--- src/hw/pplt_pkg.sv ---
// pplt_pkg: constants shared by the loop transceiver pin logic
// assumes a 40 MHz pclk and a 32-bit apb register bus
package pplt_pkg;
	// clock and derived timing
	localparam int CLK_HZ    = 40_000_000;
	localparam int BCLK_HZ   = 128_000;
	localparam int BCLK_HALF = CLK_HZ / (2 * BCLK_HZ);
	localparam int TONE_HZ   = 500;
	localparam int TONE_HALF = CLK_HZ / (2 * TONE_HZ);
	localparam int PWR_US    = 250;
	localparam int PWR_CYC   = PWR_US * (CLK_HZ / 1_000_000);
	// sequence figures
	localparam int BCLK_PER  = 16;
	localparam int B_BITS    = 8;
	// register byte addresses
	localparam logic [7:0] ADDR_CTRL = 8'h00;
	localparam logic [7:0] ADDR_STAT = 8'h04;
	localparam logic [7:0] ADDR_RXB  = 8'h08;
	localparam logic       CTRL_AUTO_RST = 1'b1;
	// pcm words that make the square-wave tone
	localparam logic [7:0] TONE_HI = 8'h2A;
	localparam logic [7:0] TONE_LO = 8'hAA;
	// positions of the sampled pins in the sync vector
	localparam int P_ROLE = 0;
	localparam int P_WIDE = 1;
	localparam int P_PD   = 2;
	localparam int P_LWS  = 3;
	localparam int P_SIE  = 4;
	localparam int P_TONE = 5;
	localparam int P_FS   = 6;
	localparam int P_BDC  = 7;
	localparam int P_TE1  = 8;
	localparam int P_TE2  = 9;
	localparam int P_BIN  = 10;
	localparam int P_DCK  = 11;
	localparam int P_DI1  = 12;
	localparam int P_DI2  = 13;
	localparam int P_NUM  = 14;
	// slave clock burst sequencer, gray along idle-high-low
	typedef enum logic [1:0]
	{
		SQ_IDLE = 2'b00,
		SQ_HIGH = 2'b01,
		SQ_LOW  = 2'b11
	} pplt_sq_type;
endpackage

--- src/hw/pplt_edge.sv ---
// pplt_edge: two-flop synchroniser with edge detection per bit
// assumes asynchronous pins; the second and third flops feed the edges
`timescale 1ns/1ps
module pplt_edge
	import pplt_pkg::*;
#(
	parameter int W = 1
)(
	input  wire logic         pclk,    // system clock
	input  wire logic         presetn, // async reset, active low
	input  wire logic [W-1:0] pin,     // raw pins
	output logic      [W-1:0] lvl,     // synchronised level
	output logic      [W-1:0] rise,    // one-cycle rising pulse
	output logic      [W-1:0] fall     // one-cycle falling pulse
);
	typedef struct packed
	{
		logic [W-1:0] s1;
		logic [W-1:0] s2;
		logic [W-1:0] prv;
	} pplt_edge_type;
	pplt_edge_type s_q;
	pplt_edge_type s_d;

	// shift the pins through the chain
	always_comb
	begin
		s_d     = s_q;
		s_d.s1  = pin;
		s_d.s2  = s_q.s1;
		s_d.prv = s_q.s2;
	end

	always_ff @(posedge pclk or negedge presetn)
	begin
		if (!presetn)
			s_q <= '0;
		else
			s_q <= s_d;
	end

	// edges look only at the second and third flops
	assign lvl  = s_q.s2;
	assign rise = s_q.s2 & ~s_q.prv;
	assign fall = ~s_q.s2 & s_q.prv;
endmodule

--- src/hw/pplt_tick.sv ---
// pplt_tick: enable pulse generator, one pulse every n cycles
// assumes a single pclk domain; clr restarts the period
`timescale 1ns/1ps
module pplt_tick
	import pplt_pkg::*;
#(
	parameter int N = BCLK_HALF
)(
	input  wire logic pclk,    // system clock
	input  wire logic presetn, // async reset, active low
	input  wire logic clr,     // restart the period
	output logic      tick     // one-cycle pulse
);
	localparam int W = $clog2(N + 1);
	typedef struct packed
	{
		logic [W-1:0] cnt;
		logic         tick;
	} pplt_tick_type;
	pplt_tick_type s_q;
	pplt_tick_type s_d;

	// count up and wrap, pulsing at the wrap
	always_comb
	begin
		s_d      = s_q;
		s_d.tick = 1'b0;
		if (clr)
			s_d.cnt = '0;
		else if (s_q.cnt == W'(N - 1))
		begin
			s_d.cnt  = '0;
			s_d.tick = 1'b1;
		end
		else
			s_d.cnt = s_q.cnt + 1'b1;
	end

	always_ff @(posedge pclk or negedge presetn)
	begin
		if (!presetn)
			s_q <= '0;
		else
			s_q <= s_d;
	end

	assign tick = s_q.tick;
endmodule

--- src/hw/pplt_top.sv ---
// pplt_top: digital pin logic of a ping-pong burst loop transceiver
// assumes a demodulator and modulator on pclk beside it; all pins
// from the codec side are asynchronous and are synchronised here
//
// Overview of operation
// [RULE_01] master wideband: clock pin times both D channels
// [RULE_02] master narrowband: D clock pin undriven
// [RULE_03] slave wideband: D clock starts, aligned to windows
// [RULE_04] slave wideband: two D clocks, then low
// [RULE_05] slave narrowband: D clock equals b1 window
// [RULE_06] master wideband: two D bits per frame
// [RULE_07] frame sync shows first bit; advance on fall
// [RULE_08] slave auto power-down after 250 us silence
// [RULE_09] power pin low: only demodulator runs
// [RULE_10] waveform select picks triangle or square line
// [RULE_11] master narrowband: B out under b1 enable
// [RULE_12] slave narrowband: B out on clock rises
// [RULE_13] master wideband: B out under both enables
// [RULE_14] slave wideband: eight B1 then eight B2
// [RULE_15] signal insert puts slave bit in LSB
// [RULE_16] frame sync loads modulator, launches burst
// [RULE_17] frame sync buffers last frame's received data
// [RULE_18] frame sync roughly aligned with data clock
// [RULE_19] slave tone replaces received PCM with 500 Hz
// [RULE_20] master narrowband convert clock 2.048 MHz
// [RULE_21] master wideband convert clock 8.192 MHz
// [RULE_22] slave narrowband timebase 4.096 MHz crystal
// [RULE_23] one burst per frame, 10 or 20 bits
// [RULE_24] slave B clock: 16 periods of 128 kHz
// [RULE_25] role and width pins select pin behaviour
//
// Chosen here: the APB interface to the registers and the address map.
`timescale 1ns/1ps
module pplt_top
	import pplt_pkg::*;
#(
	parameter int PWR_CYCLES = PWR_CYC,  // silence before power-down
	parameter int TONE_CYC   = TONE_HALF // half period of the tone
)(
	input  wire logic        pclk,                  // 40 MHz clock
	input  wire logic        presetn,               // async reset
	input  wire logic        psel,                  // apb select
	input  wire logic        penable,               // apb enable
	input  wire logic        pwrite,                // apb write
	input  wire logic [7:0]  paddr,                 // apb address
	input  wire logic [31:0] pwdata,                // apb write data
	output logic      [31:0] prdata,                // apb read data
	output logic             pready,                // apb ready
	output logic             pslverr,               // apb error
	input  wire logic        role_select,           // high: master
	input  wire logic        burst_length_select,   // high: wideband
	input  wire logic        power_down_pin,        // low: power down
	input  wire logic        line_waveform_select,  // high: square
	input  wire logic        signal_insert_enable,  // lsb insert
	input  wire logic        tone_insert,           // slave tone
	input  wire logic        frame_sync_in,         // 8 kHz frame sync
	input  wire logic        b_data_clock,          // master B clock
	input  wire logic        b1_transmit_enable,    // B1 enable
	input  wire logic        b2_transmit_enable,    // B2 enable
	input  wire logic        b_data_in,             // B serial in
	output logic             b_data_out,            // B serial out
	output logic             b_data_out_oe,         // B out drive
	input  wire logic        d_channel_clock_i,     // D clock pin in
	output logic             d_channel_clock_o,     // D clock pin out
	output logic             d_channel_clock_oe,    // D clock drive
	input  wire logic        d_channel_in_1,        // D1 serial in
	input  wire logic        d_channel_in_2,        // D2 serial in
	output logic             d_channel_out_1,       // D1 serial out
	output logic             d_channel_out_2,       // D2 serial out
	output logic             b1_window_out,         // slave B1 window
	output logic             b2_window_out,         // slave B2 window
	output logic             b_channel_clock_out,   // slave B clock
	input  wire logic        demod_ok,              // burst received
	input  wire logic [7:0]  demod_b1,              // received B1
	input  wire logic [7:0]  demod_b2,              // received B2
	input  wire logic [1:0]  demod_d1,              // received D1
	input  wire logic [1:0]  demod_d2,              // received D2
	output logic             mod_launch,            // start a burst
	output logic      [15:0] mod_b,                 // B1,B2 to send
	output logic      [3:0]  mod_d,                 // D1,D2 to send
	output logic             mod_power_on,          // transmit powered
	output logic             mod_square,            // square waveform
	output logic             mod_burst_20           // 20-bit bursts
);
	localparam int IW = $clog2(PWR_CYCLES + 1);

	typedef struct packed
	{
		logic          auto_pw;
		logic          pready;
		logic          pslverr;
		logic [31:0]   prdata;
		logic          role;
		logic          wide;
		logic          pwr;
		logic          square;
		logic [IW-1:0] idle;
		logic [7:0]    gb1;
		logic [7:0]    gb2;
		logic [7:0]    mb1;
		logic [7:0]    mb2;
		logic [1:0]    gd1;
		logic [1:0]    gd2;
		logic [1:0]    md1;
		logic [1:0]    md2;
		logic [2:0]    bidx;
		logic          dsel;
		logic [15:0]   mod_b;
		logic [3:0]    mod_d;
		logic          launch;
		pplt_sq_type   sq;
		logic [3:0]    cnt;
		logic [15:0]   sh;
		logic          tone_ph;
		logic          bout;
		logic          boe;
		logic          dclk_o;
		logic          dclk_oe;
		logic          dout1;
		logic          dout2;
		logic          w1;
		logic          w2;
		logic          bclk;
	} pplt_state_type;

	pplt_state_type      s;
	pplt_state_type      n;
	logic [P_NUM-1:0]    raw;
	logic [P_NUM-1:0]    lv;
	logic [P_NUM-1:0]    rs;
	logic [P_NUM-1:0]    fl;
	logic                btick;
	logic                ttick;
	logic                bclr;
	logic                act;
	logic                selb2;
	logic                ben;
	logic [7:0]          word;
	logic [7:0]          tword;

	// every asynchronous pin passes the same two-flop chain
	assign raw = {d_channel_in_2, d_channel_in_1, d_channel_clock_i,
		b_data_in, b2_transmit_enable, b1_transmit_enable,
		b_data_clock, frame_sync_in, tone_insert, signal_insert_enable,
		line_waveform_select, power_down_pin, burst_length_select,
		role_select};

	pplt_edge #(.W(P_NUM)) u_sync
	(
		.pclk    (pclk),
		.presetn (presetn),
		.pin     (raw),
		.lvl     (lv),
		.rise    (rs),
		.fall    (fl)
	);

	// restarting the half-period on a burst keeps the slave locked
	assign bclr = demod_ok & ~s.role;

	pplt_tick #(.N(BCLK_HALF)) u_btick
	(
		.pclk    (pclk),
		.presetn (presetn),
		.clr     (bclr),
		.tick    (btick)
	);

	pplt_tick #(.N(TONE_CYC)) u_ttick
	(
		.pclk    (pclk),
		.presetn (presetn),
		.clr     (1'b0),
		.tick    (ttick)
	);

	// next-state logic for bus, power, master and slave paths
	always_comb
	begin
		n        = s;
		n.launch = 1'b0;
		n.role   = lv[P_ROLE];    // [RULE_25]
		n.wide   = lv[P_WIDE];    // [RULE_25]
		n.square = lv[P_LWS];     // [RULE_10]
		act      = 1'b0;
		selb2    = 1'b0;
		ben      = 1'b0;
		word     = 8'h00;
		tword    = s.tone_ph ? TONE_HI : TONE_LO;

		// apb: answer in the first access cycle, no wait states
		n.pready  = psel & ~penable;
		n.pslverr = 1'b0;
		n.prdata  = 32'h0000_0000;
		if (psel && !penable)
		begin
			case (paddr)
				ADDR_CTRL: n.prdata[0] = s.auto_pw;
				ADDR_STAT: n.prdata[4:0] = {s.sq != SQ_IDLE, s.pwr,
					s.square, s.wide, s.role};
				ADDR_RXB:  n.prdata[19:0] = {s.md2, s.md1, s.mb2, s.mb1};
				default:   n.pslverr = 1'b1;
			endcase
		end
		if (psel && penable && s.pready && pwrite && paddr == ADDR_CTRL)
			n.auto_pw = pwdata[0];

		// power: a burst clears the silence count, the pin overrides
		if (demod_ok)
			n.idle = '0;
		else if (s.idle != IW'(PWR_CYCLES))
			n.idle = s.idle + 1'b1;
		n.pwr = lv[P_PD] & ~(~s.role & s.auto_pw &
			(s.idle == IW'(PWR_CYCLES)));    // [RULE_08] [RULE_09]
		if (ttick)
			n.tone_ph = ~s.tone_ph;

		if (s.role)
		begin
			// master: frame sync swaps the frame buffers
			n.dclk_oe = 1'b0;    // [RULE_02]
			n.w1      = 1'b0;
			n.w2      = 1'b0;
			n.bclk    = 1'b0;
			n.sq      = SQ_IDLE;
			if (rs[P_FS])
			begin
				n.mod_b  = {s.gb1, s.gb2};    // [RULE_16]
				n.mod_d  = {s.gd1, s.gd2};
				n.launch = s.pwr;    // [RULE_16] [RULE_23]
				n.mb1    = demod_b1;    // [RULE_17]
				n.mb2    = demod_b2;
				n.md1    = demod_d1;
				n.md2    = demod_d2;
				n.dsel   = 1'b0;
				n.dout1  = s.wide ? demod_d1[1] : demod_d1[0];    // [RULE_07]
				n.dout2  = s.wide ? demod_d2[1] : demod_d2[0];
				if (!s.wide)
				begin
					// narrowband signalling: one bit per frame
					n.gd1 = {s.gd1[0], lv[P_DI1]};
					if (!lv[P_SIE])
						n.gd2 = {s.gd2[0], lv[P_DI2]};    // [RULE_15]
				end
			end
			else if (s.wide && fl[P_DCK] && !s.dsel)
			begin
				// second bit of each D channel on the clock fall
				n.dsel  = 1'b1;    // [RULE_06] [RULE_07]
				n.dout1 = s.md1[0];
				n.dout2 = s.md2[0];
			end
			if (s.wide && rs[P_DCK])
			begin
				n.gd1 = {s.gd1[0], lv[P_DI1]};    // [RULE_01]
				n.gd2 = {s.gd2[0], lv[P_DI2]};
			end

			// B path: b2 wins only when b1 is low; both high selects b1
			selb2 = s.wide & lv[P_TE2] & ~lv[P_TE1];
			ben   = lv[P_TE1] | (s.wide & lv[P_TE2]);
			word  = selb2 ? s.mb2 : s.mb1;
			n.boe = ben;    // [RULE_11] [RULE_13]
			if (rs[P_TE1] || (s.wide && rs[P_TE2]))
				n.bidx = 3'd0;
			else if (ben && rs[P_BDC])
			begin
				n.bout = word[3'd7 - s.bidx];    // [RULE_11] [RULE_13]
				if (!s.wide && lv[P_SIE] && s.bidx == 3'd7)
					n.bout = s.md2[0];    // [RULE_15]
				n.bidx = s.bidx + 1'b1;
			end
			if (ben && fl[P_BDC])
			begin
				if (selb2)
					n.gb2 = {s.gb2[6:0], lv[P_BIN]};
				else
					n.gb1 = {s.gb1[6:0], lv[P_BIN]};
			end
		end
		else
		begin
			// slave: each received burst starts 16 clock periods
			n.dclk_oe = 1'b1;
			if (demod_ok)
			begin
				n.sq  = SQ_HIGH;    // [RULE_24]
				n.cnt = 4'd0;
				n.sh  = lv[P_TONE] ? {tword, tword}
					: {demod_b1, demod_b2};    // [RULE_19]
				n.gd1 = {s.gd1[0], lv[P_DI1]};
				n.gd2 = {s.gd2[0], lv[P_DI2]};
			end
			else if (btick)
			begin
				case (s.sq)
					SQ_HIGH:
					begin
						n.sq = SQ_LOW;
						if (s.w1)
							n.gb1 = {s.gb1[6:0], lv[P_BIN]};
						else if (s.w2)
							n.gb2 = {s.gb2[6:0], lv[P_BIN]};
					end
					SQ_LOW:
					begin
						if (s.cnt == 4'(BCLK_PER - 1))
						begin
							// pong goes out once the frame's clocks end
							n.sq     = SQ_IDLE;    // [RULE_24]
							n.mod_b  = {s.gb1, s.gb2};
							n.mod_d  = {s.gd1, s.gd2};
							n.launch = s.pwr;    // [RULE_09]
						end
						else
						begin
							n.sq  = SQ_HIGH;
							n.cnt = s.cnt + 1'b1;
						end
					end
					SQ_IDLE: n.sq = SQ_IDLE;
					default: n.sq = SQ_IDLE;
				endcase
			end
			act    = n.sq != SQ_IDLE;
			n.bclk = n.sq == SQ_HIGH;    // [RULE_24]
			n.w1   = act & ~n.cnt[3];    // [RULE_14]
			n.w2   = act & s.wide & n.cnt[3];    // [RULE_14]
			// wideband: two D clocks of eight B periods each, then low
			n.dclk_o = s.wide ? (act & ~n.cnt[2])
				: n.w1;    // [RULE_03] [RULE_04] [RULE_05]
			n.boe  = n.w1 | n.w2;    // [RULE_12]
			if (n.sq == SQ_HIGH && s.sq != SQ_HIGH)
				n.bout = n.sh[4'd15 - n.cnt];    // [RULE_12] [RULE_14]
		end
	end

	always_ff @(posedge pclk or negedge presetn)
	begin
		if (!presetn)
		begin
			s         <= '0;
			s.auto_pw <= CTRL_AUTO_RST;
		end
		else
			s <= n;
	end

	// every output straight from the state register
	assign prdata              = s.prdata;
	assign pready              = s.pready;
	assign pslverr             = s.pslverr;
	assign b_data_out          = s.bout;
	assign b_data_out_oe       = s.boe;
	assign d_channel_clock_o   = s.dclk_o;
	assign d_channel_clock_oe  = s.dclk_oe;
	assign d_channel_out_1     = s.dout1;
	assign d_channel_out_2     = s.dout2;
	assign b1_window_out       = s.w1;
	assign b2_window_out       = s.w2;
	assign b_channel_clock_out = s.bclk;
	assign mod_launch          = s.launch;
	assign mod_b               = s.mod_b;
	assign mod_d               = s.mod_d;
	assign mod_power_on        = s.pwr;
	assign mod_square          = s.square;
	assign mod_burst_20        = s.wide;
endmodule

--- config.mk ---
export PLATFORM = sky130hd
export DESIGN_NAME = pplt_top
export DESIGN_NICKNAME = d
export VERILOG_FILES = /design/src/hw/pplt_pkg.sv /design/src/hw/pplt_edge.sv /design/src/hw/pplt_tick.sv /design/src/hw/pplt_top.sv
export SDC_FILE = /design/constraint.sdc
export NUM_CORES = 1
export LEC_CHECK = 0
export BUFFER_PORTS_ARGS = -buffer_cell sky130_fd_sc_hd__buf_2
export CAP_MARGIN = 20
export CORE_MARGIN = 2
export CORE_UTILIZATION = 45
export CTS_BUF_LIST = sky130_fd_sc_hd__clkbuf_16
export CTS_CLUSTER_DIAMETER = 100
export DETAILED_ROUTE_END_ITERATION = 10
export GPL_ROUTABILITY_DRIVEN = 1
export MAX_ROUTING_LAYER = met4
export PLACE_DENSITY = 0.66
export SLEW_MARGIN = 10
export SYNTH_ARGS = -nofsm -noshare
export SYNTH_HDL_FRONTEND = slang
export SYNTH_SLANG_ARGS = --single-unit
--- constraint.sdc ---
create_clock -name pclk -period 3.7 [get_ports pclk]
set_input_delay 0.74 -clock pclk [delete_from_list [all_inputs] [get_ports pclk]]
set_output_delay 0.74 -clock pclk [all_outputs]
set_load 0.01 [all_outputs]
==> run_summary.xml <==
<?xml version="1.0" encoding="UTF-8"?>
<metrics>
  <group name="floorplan">
    <metric name="core" unit="mm2">0.0188</metric>
    <metric name="die_w" unit="um">142</metric>
    <metric name="start_util" unit="">0.460</metric>
    <metric name="io_pins" unit="">147</metric>
    <metric name="die_height" unit="um">142</metric>
    <metric name="die_area" unit="mm2">0.0203</metric>
    <metric name="rows" unit="">50</metric>
  </group>
  <group name="job">
    <metric name="maxCapViolCount" unit="">0</metric>
  </group>
  <group name="placed_design">
    <metric name="place_area" unit="mm2">0.00905</metric>
    <metric name="place.port_buffers" unit="">103</metric>
    <metric name="dp.final_hpwl" unit="mm">11.3</metric>
    <metric name="dpl.cell_count" unit="">1018</metric>
    <metric name="gp_congestion" unit="">0.816</metric>
  </group>
  <group name="power">
    <metric name="peakVddDrop" unit="mV">0.296</metric>
    <metric name="pwr-share-comb" unit="">0.108</metric>
    <metric name="internal_power" unit="W">0.00373</metric>
    <metric name="power_density" unit="mW/mm2">518</metric>
    <metric name="pwr-share-clk" unit="">0.386</metric>
    <metric name="power.sequential.fraction" unit="">0.506</metric>
    <metric name="sw_frac_of_total" unit="">0.254</metric>
    <metric name="power.switching" unit="W">0.00127</metric>
    <metric name="leakage" unit="nW">4.58</metric>
  </group>
  <group name="cts">
    <metric name="ctsResizeCount" unit="">0</metric>
    <metric name="cts-buffers-inserted" unit="">17</metric>
    <metric name="cts_num_sinks" unit="">197</metric>
    <metric name="postCtsSetupRepairBufs" unit="">0</metric>
    <metric name="clk_latency" unit="ps">440</metric>
    <metric name="clkSlewWorstSetupHoldPaths" unit="ps">70</metric>
    <metric name="clock_tree.buffer_depth" unit="">2</metric>
    <metric name="clk_root_buffer_cell" unit="">clkbuf_16</metric>
    <metric name="ctsHtreeMaxLevel" unit="">4</metric>
    <metric name="tritoncts_clock_tree" unit="">yes</metric>
    <metric name="cts_hold_buf" unit="">0</metric>
  </group>
  <group name="final_layout">
    <metric name="fin_cells" unit="">1050</metric>
    <metric name="layout.cell_area.non_filler" unit="mm2">0.00967</metric>
    <metric name="layout.nets" unit="">890</metric>
    <metric name="layout-drive-gt1-share" unit="">0.272</metric>
    <metric name="antenna_cells_inserted" unit="">0</metric>
    <metric name="flow.area_growth_from_synthesis" unit="%">12.1</metric>
    <metric name="num-fill-cells" unit="">1678</metric>
  </group>
  <group name="sta">
    <metric name="fmax" unit="MHz">341</metric>
    <metric name="timing.final.hold_violations" unit="">0</metric>
    <metric name="totalNegativeSetupSlack" unit="ps">0</metric>
    <metric name="clock_skew" unit="ps">7.94</metric>
    <metric name="finalMaxSlewViolations" unit="">0</metric>
    <metric name="hold_ws" unit="ps">345</metric>
    <metric name="relative_max_transition_margin" unit="">0.404</metric>
    <metric name="grt_setup_unrepaired" unit="">no</metric>
    <metric name="timing.final.setup_violations" unit="">0</metric>
    <metric name="timing_worst_slew_pin_value" unit="ps">893</metric>
    <metric name="final_min_period_over_clock_period" unit="">0.792</metric>
    <metric name="final.min_clock_period" unit="ps">2930</metric>
  </group>
  <group name="routing">
    <metric name="initial_drc_count" unit="">323</metric>
    <metric name="detail_route.wl_per_cell" unit="um">15.5</metric>
    <metric name="route.vias.total" unit="">5390</metric>
    <metric name="number_of_iterations_in_the_first_detailed_routing_pass" unit="">4</metric>
    <metric name="avgViaCountPerCell" unit="">5.13</metric>
    <metric name="drt_drc_violations_left" unit="">0</metric>
    <metric name="drt_wl_total" unit="mm">16.3</metric>
    <metric name="postRouteAntennaNets" unit="">0</metric>
  </group>
  <group name="synthesis">
    <metric name="multiplexer_share_of_the_synthesized_area" unit="">0.109</metric>
    <metric name="avgSynthCellArea" unit="um2">11.7</metric>
    <metric name="synth-edff-count" unit="">0</metric>
    <metric name="combinational_family_with_the_most_area_after_synthesis" unit="">simple AND/OR/NAND/NOR gates</metric>
    <metric name="area_fraction_in_compound_gates_after_synthesis" unit="">0.0708</metric>
    <metric name="async_flop_share" unit="">1.00</metric>
    <metric name="synth_seq_area_share" unit="">0.572</metric>
    <metric name="syn_area" unit="mm2">0.00862</metric>
    <metric name="number_of_synthesized_register_bits" unit="">197</metric>
    <metric name="synth_warnings" unit="">0</metric>
    <metric name="top_flip_flop_cell_by_instance_count_after_synthesis" unit="">dfrtp_1</metric>
    <metric name="yosys.area_share.xor_xnor" unit="">0.0335</metric>
    <metric name="synth-adder-area-share" unit="">0.0102</metric>
    <metric name="syn-instance-count" unit="">740</metric>
    <metric name="post_synth_and_or_nand_nor_area_fraction" unit="">0.138</metric>
    <metric name="yosysUniqueCellTypes" unit="">63</metric>
  </group>
  <group name="outcome">
    <metric name="run_status" unit="">finished, final reports clean</metric>
  </group>
  <group name="global_route">
    <metric name="grt.overflow.total" unit="">0</metric>
    <metric name="grt_pass1_wl" unit="mm">27.3</metric>
    <metric name="maximum_number_of_pins_on_one_net_before_global_route_repair" unit="">108</metric>
    <metric name="grt_pass1_vias" unit="">5381</metric>
    <metric name="antenna_found_initial" unit="">0</metric>
    <metric name="grtUsageTotal" unit="">0.177</metric>
  </group>
  <group name="critical_path">
    <metric name="critical_path_required" unit="ps">4020</metric>
    <metric name="crit_arrival" unit="ps">3250</metric>
    <metric name="crit_path_start_kind" unit="">flop</metric>
    <metric name="worst-path-max-fanout" unit="">17</metric>
    <metric name="timing.setup.critical_path_class" unit="">reg2reg</metric>
    <metric name="critPathCaptureType" unit="">flop</metric>
  </group>
  <group name="hold_path">
    <metric name="hp-class" unit="">reg2reg</metric>
  </group>
</metrics>
## state kept, by name (all words and copies together), names as in the netlist, 4 cells and up
signal	flops
u_btick.s_q	8
mod_b	16
u_ttick.s_q	16
s	82
u_sync.lvl	14
prdata	20
mod_d	4
u_sync.s_q	8
u_sync.s_d	14
## worst max-delay path, cell delays in order, from the launching register on
cell	delay, ps
dfrtp_1	690
ha_1	430
nand3_1	290
nand2_2	260
mux2i_1	110
or4_1	510
a22o_1	220
a221o_1	300
## final cells by class
class                           instances  area [um2]  area share
Tap cell                              234         293      0.0303
Inverter                               10        37.5     0.00388
Sequential cell                       197        4930       0.510
Timing Repair Buffer                  116         634      0.0656
Clock buffer                           17         425      0.0440
Clock inverter                         15         189      0.0195
Multi-Input combinational cell        461        3160       0.327
## power by group through the flow
stage / clock [W] / sequential (W) / combinational, W
4_1_cts: 0.00198 / 0.00253 / 0.000554
2_1_floorplan: 0 / 0.00252 / 0.000427
3_5_place_dp: 0 / 0.00257 / 0.000553
6_report: 0.00193 / 0.00253 / 0.000543
5_1_grt: 0.00206 / 0.00256 / 0.000612
3_3_place_gp: 0 / 0.00257 / 0.000541
## Yosys cell counts, types with 5 or more instances
| cell | n | area, um2 |
|---|---|---|
| dfrtp_1 | 196 | 4900 |
| nand2_1 | 64 | 240 |
| mux2_2 | 62 | 698 |
| nor2_1 | 54 | 203 |
| buf_4 | 53 | 398 |
| o21ai_0 | 29 | 145 |
| a21oi_1 | 23 | 115 |
| nand3_1 | 23 | 115 |
| xor2_1 | 21 | 184 |
| clkbuf_1 | 17 | 63.8 |
| and2_1 | 16 | 100 |
| mux2i_1 | 15 | 150 |
| nor3_1 | 12 | 60.1 |
| xnor2_1 | 12 | 105 |
| and3_1 | 11 | 68.8 |
| nand2b_1 | 10 | 62.6 |
| nor2b_1 | 10 | 62.6 |
| inv_1 | 8 | 30.0 |
| ha_1 | 7 | 87.6 |
| or3_1 | 6 | 37.5 |
| buf_1 | 5 | 18.8 |
| buf_2 | 5 | 25.0 |
| nor4b_1 | 5 | 43.8 |
| o31ai_1 | 5 | 37.5 |
## per-stage QoR
| step | util | power, W | worst slack (ps) |
|---|---|---|---|
| floorplan | - | 0.00295 | 1210 |
| global placement | 0.482 | 0.00311 | 744 |
| detailed placement | 0.482 | 0.00313 | 752 |
| CTS | 0.515 | 0.00507 | 808 |
| global route | 0.515 | 0.00524 | 614 |
| finish | 0.515 | 0.00501 | 771 |
## cells by family after synthesis
family / Yosys count
AND/OR/NAND/NOR: 236
flip-flops: 197
multiplexers: 81
AO/OA/AOI/OAI: 92
buffers and inverters: 93
XOR/XNOR: 33
other: 1
adder cells (fa/ha/maj): 7
## placed cells by master, fill, tap and decap left out, types with 15 or more instances in the layout
cell       instances
nand2_1           64
and2_1            16
nand3_1           23
clkbuf_16         17
xor2_1            21
buf_2            102
mux2_2            62
dfrtp_1          196
nor2_1            54
o21ai_0           29
mux2i_1           15
a21oi_1           23
## per-layer routing
| metal | vias up | routed length [um] | track usage |
|---|---|---|---|
| met2 | 72 | 7980 | 0.277 |
| met4 | 0 | 244 | 0.0573 |
| met1 | 2677 | 7610 | 0.233 |
| met5 | - | 0 | - |
| met3 | 16 | 456 | 0.0347 |
| li1 | 2625 | - | - |
## worst paths after layout
| check | from | end | slack [ps] | depth (start not counted) |
|---|---|---|---|---|
| hold / removal | u_sync.s_d[18] | u_sync.lvl[4] | 350 | 0 |
| min in group asynchronous | presetn | mod_b[3] | 390 | 1 |
| max in group asynchronous | presetn | u_sync.lvl[1] | 2360 | 2 |
| setup / recovery | s[26] | b_data_out | 770 | 7 |
| hold reg to reg | u_sync.s_d[18] | u_sync.lvl[4] | 350 | 0 |
| setup reg to reg | s[26] | b_data_out | 770 | 7 |
(Power assumes the default switching activity.)
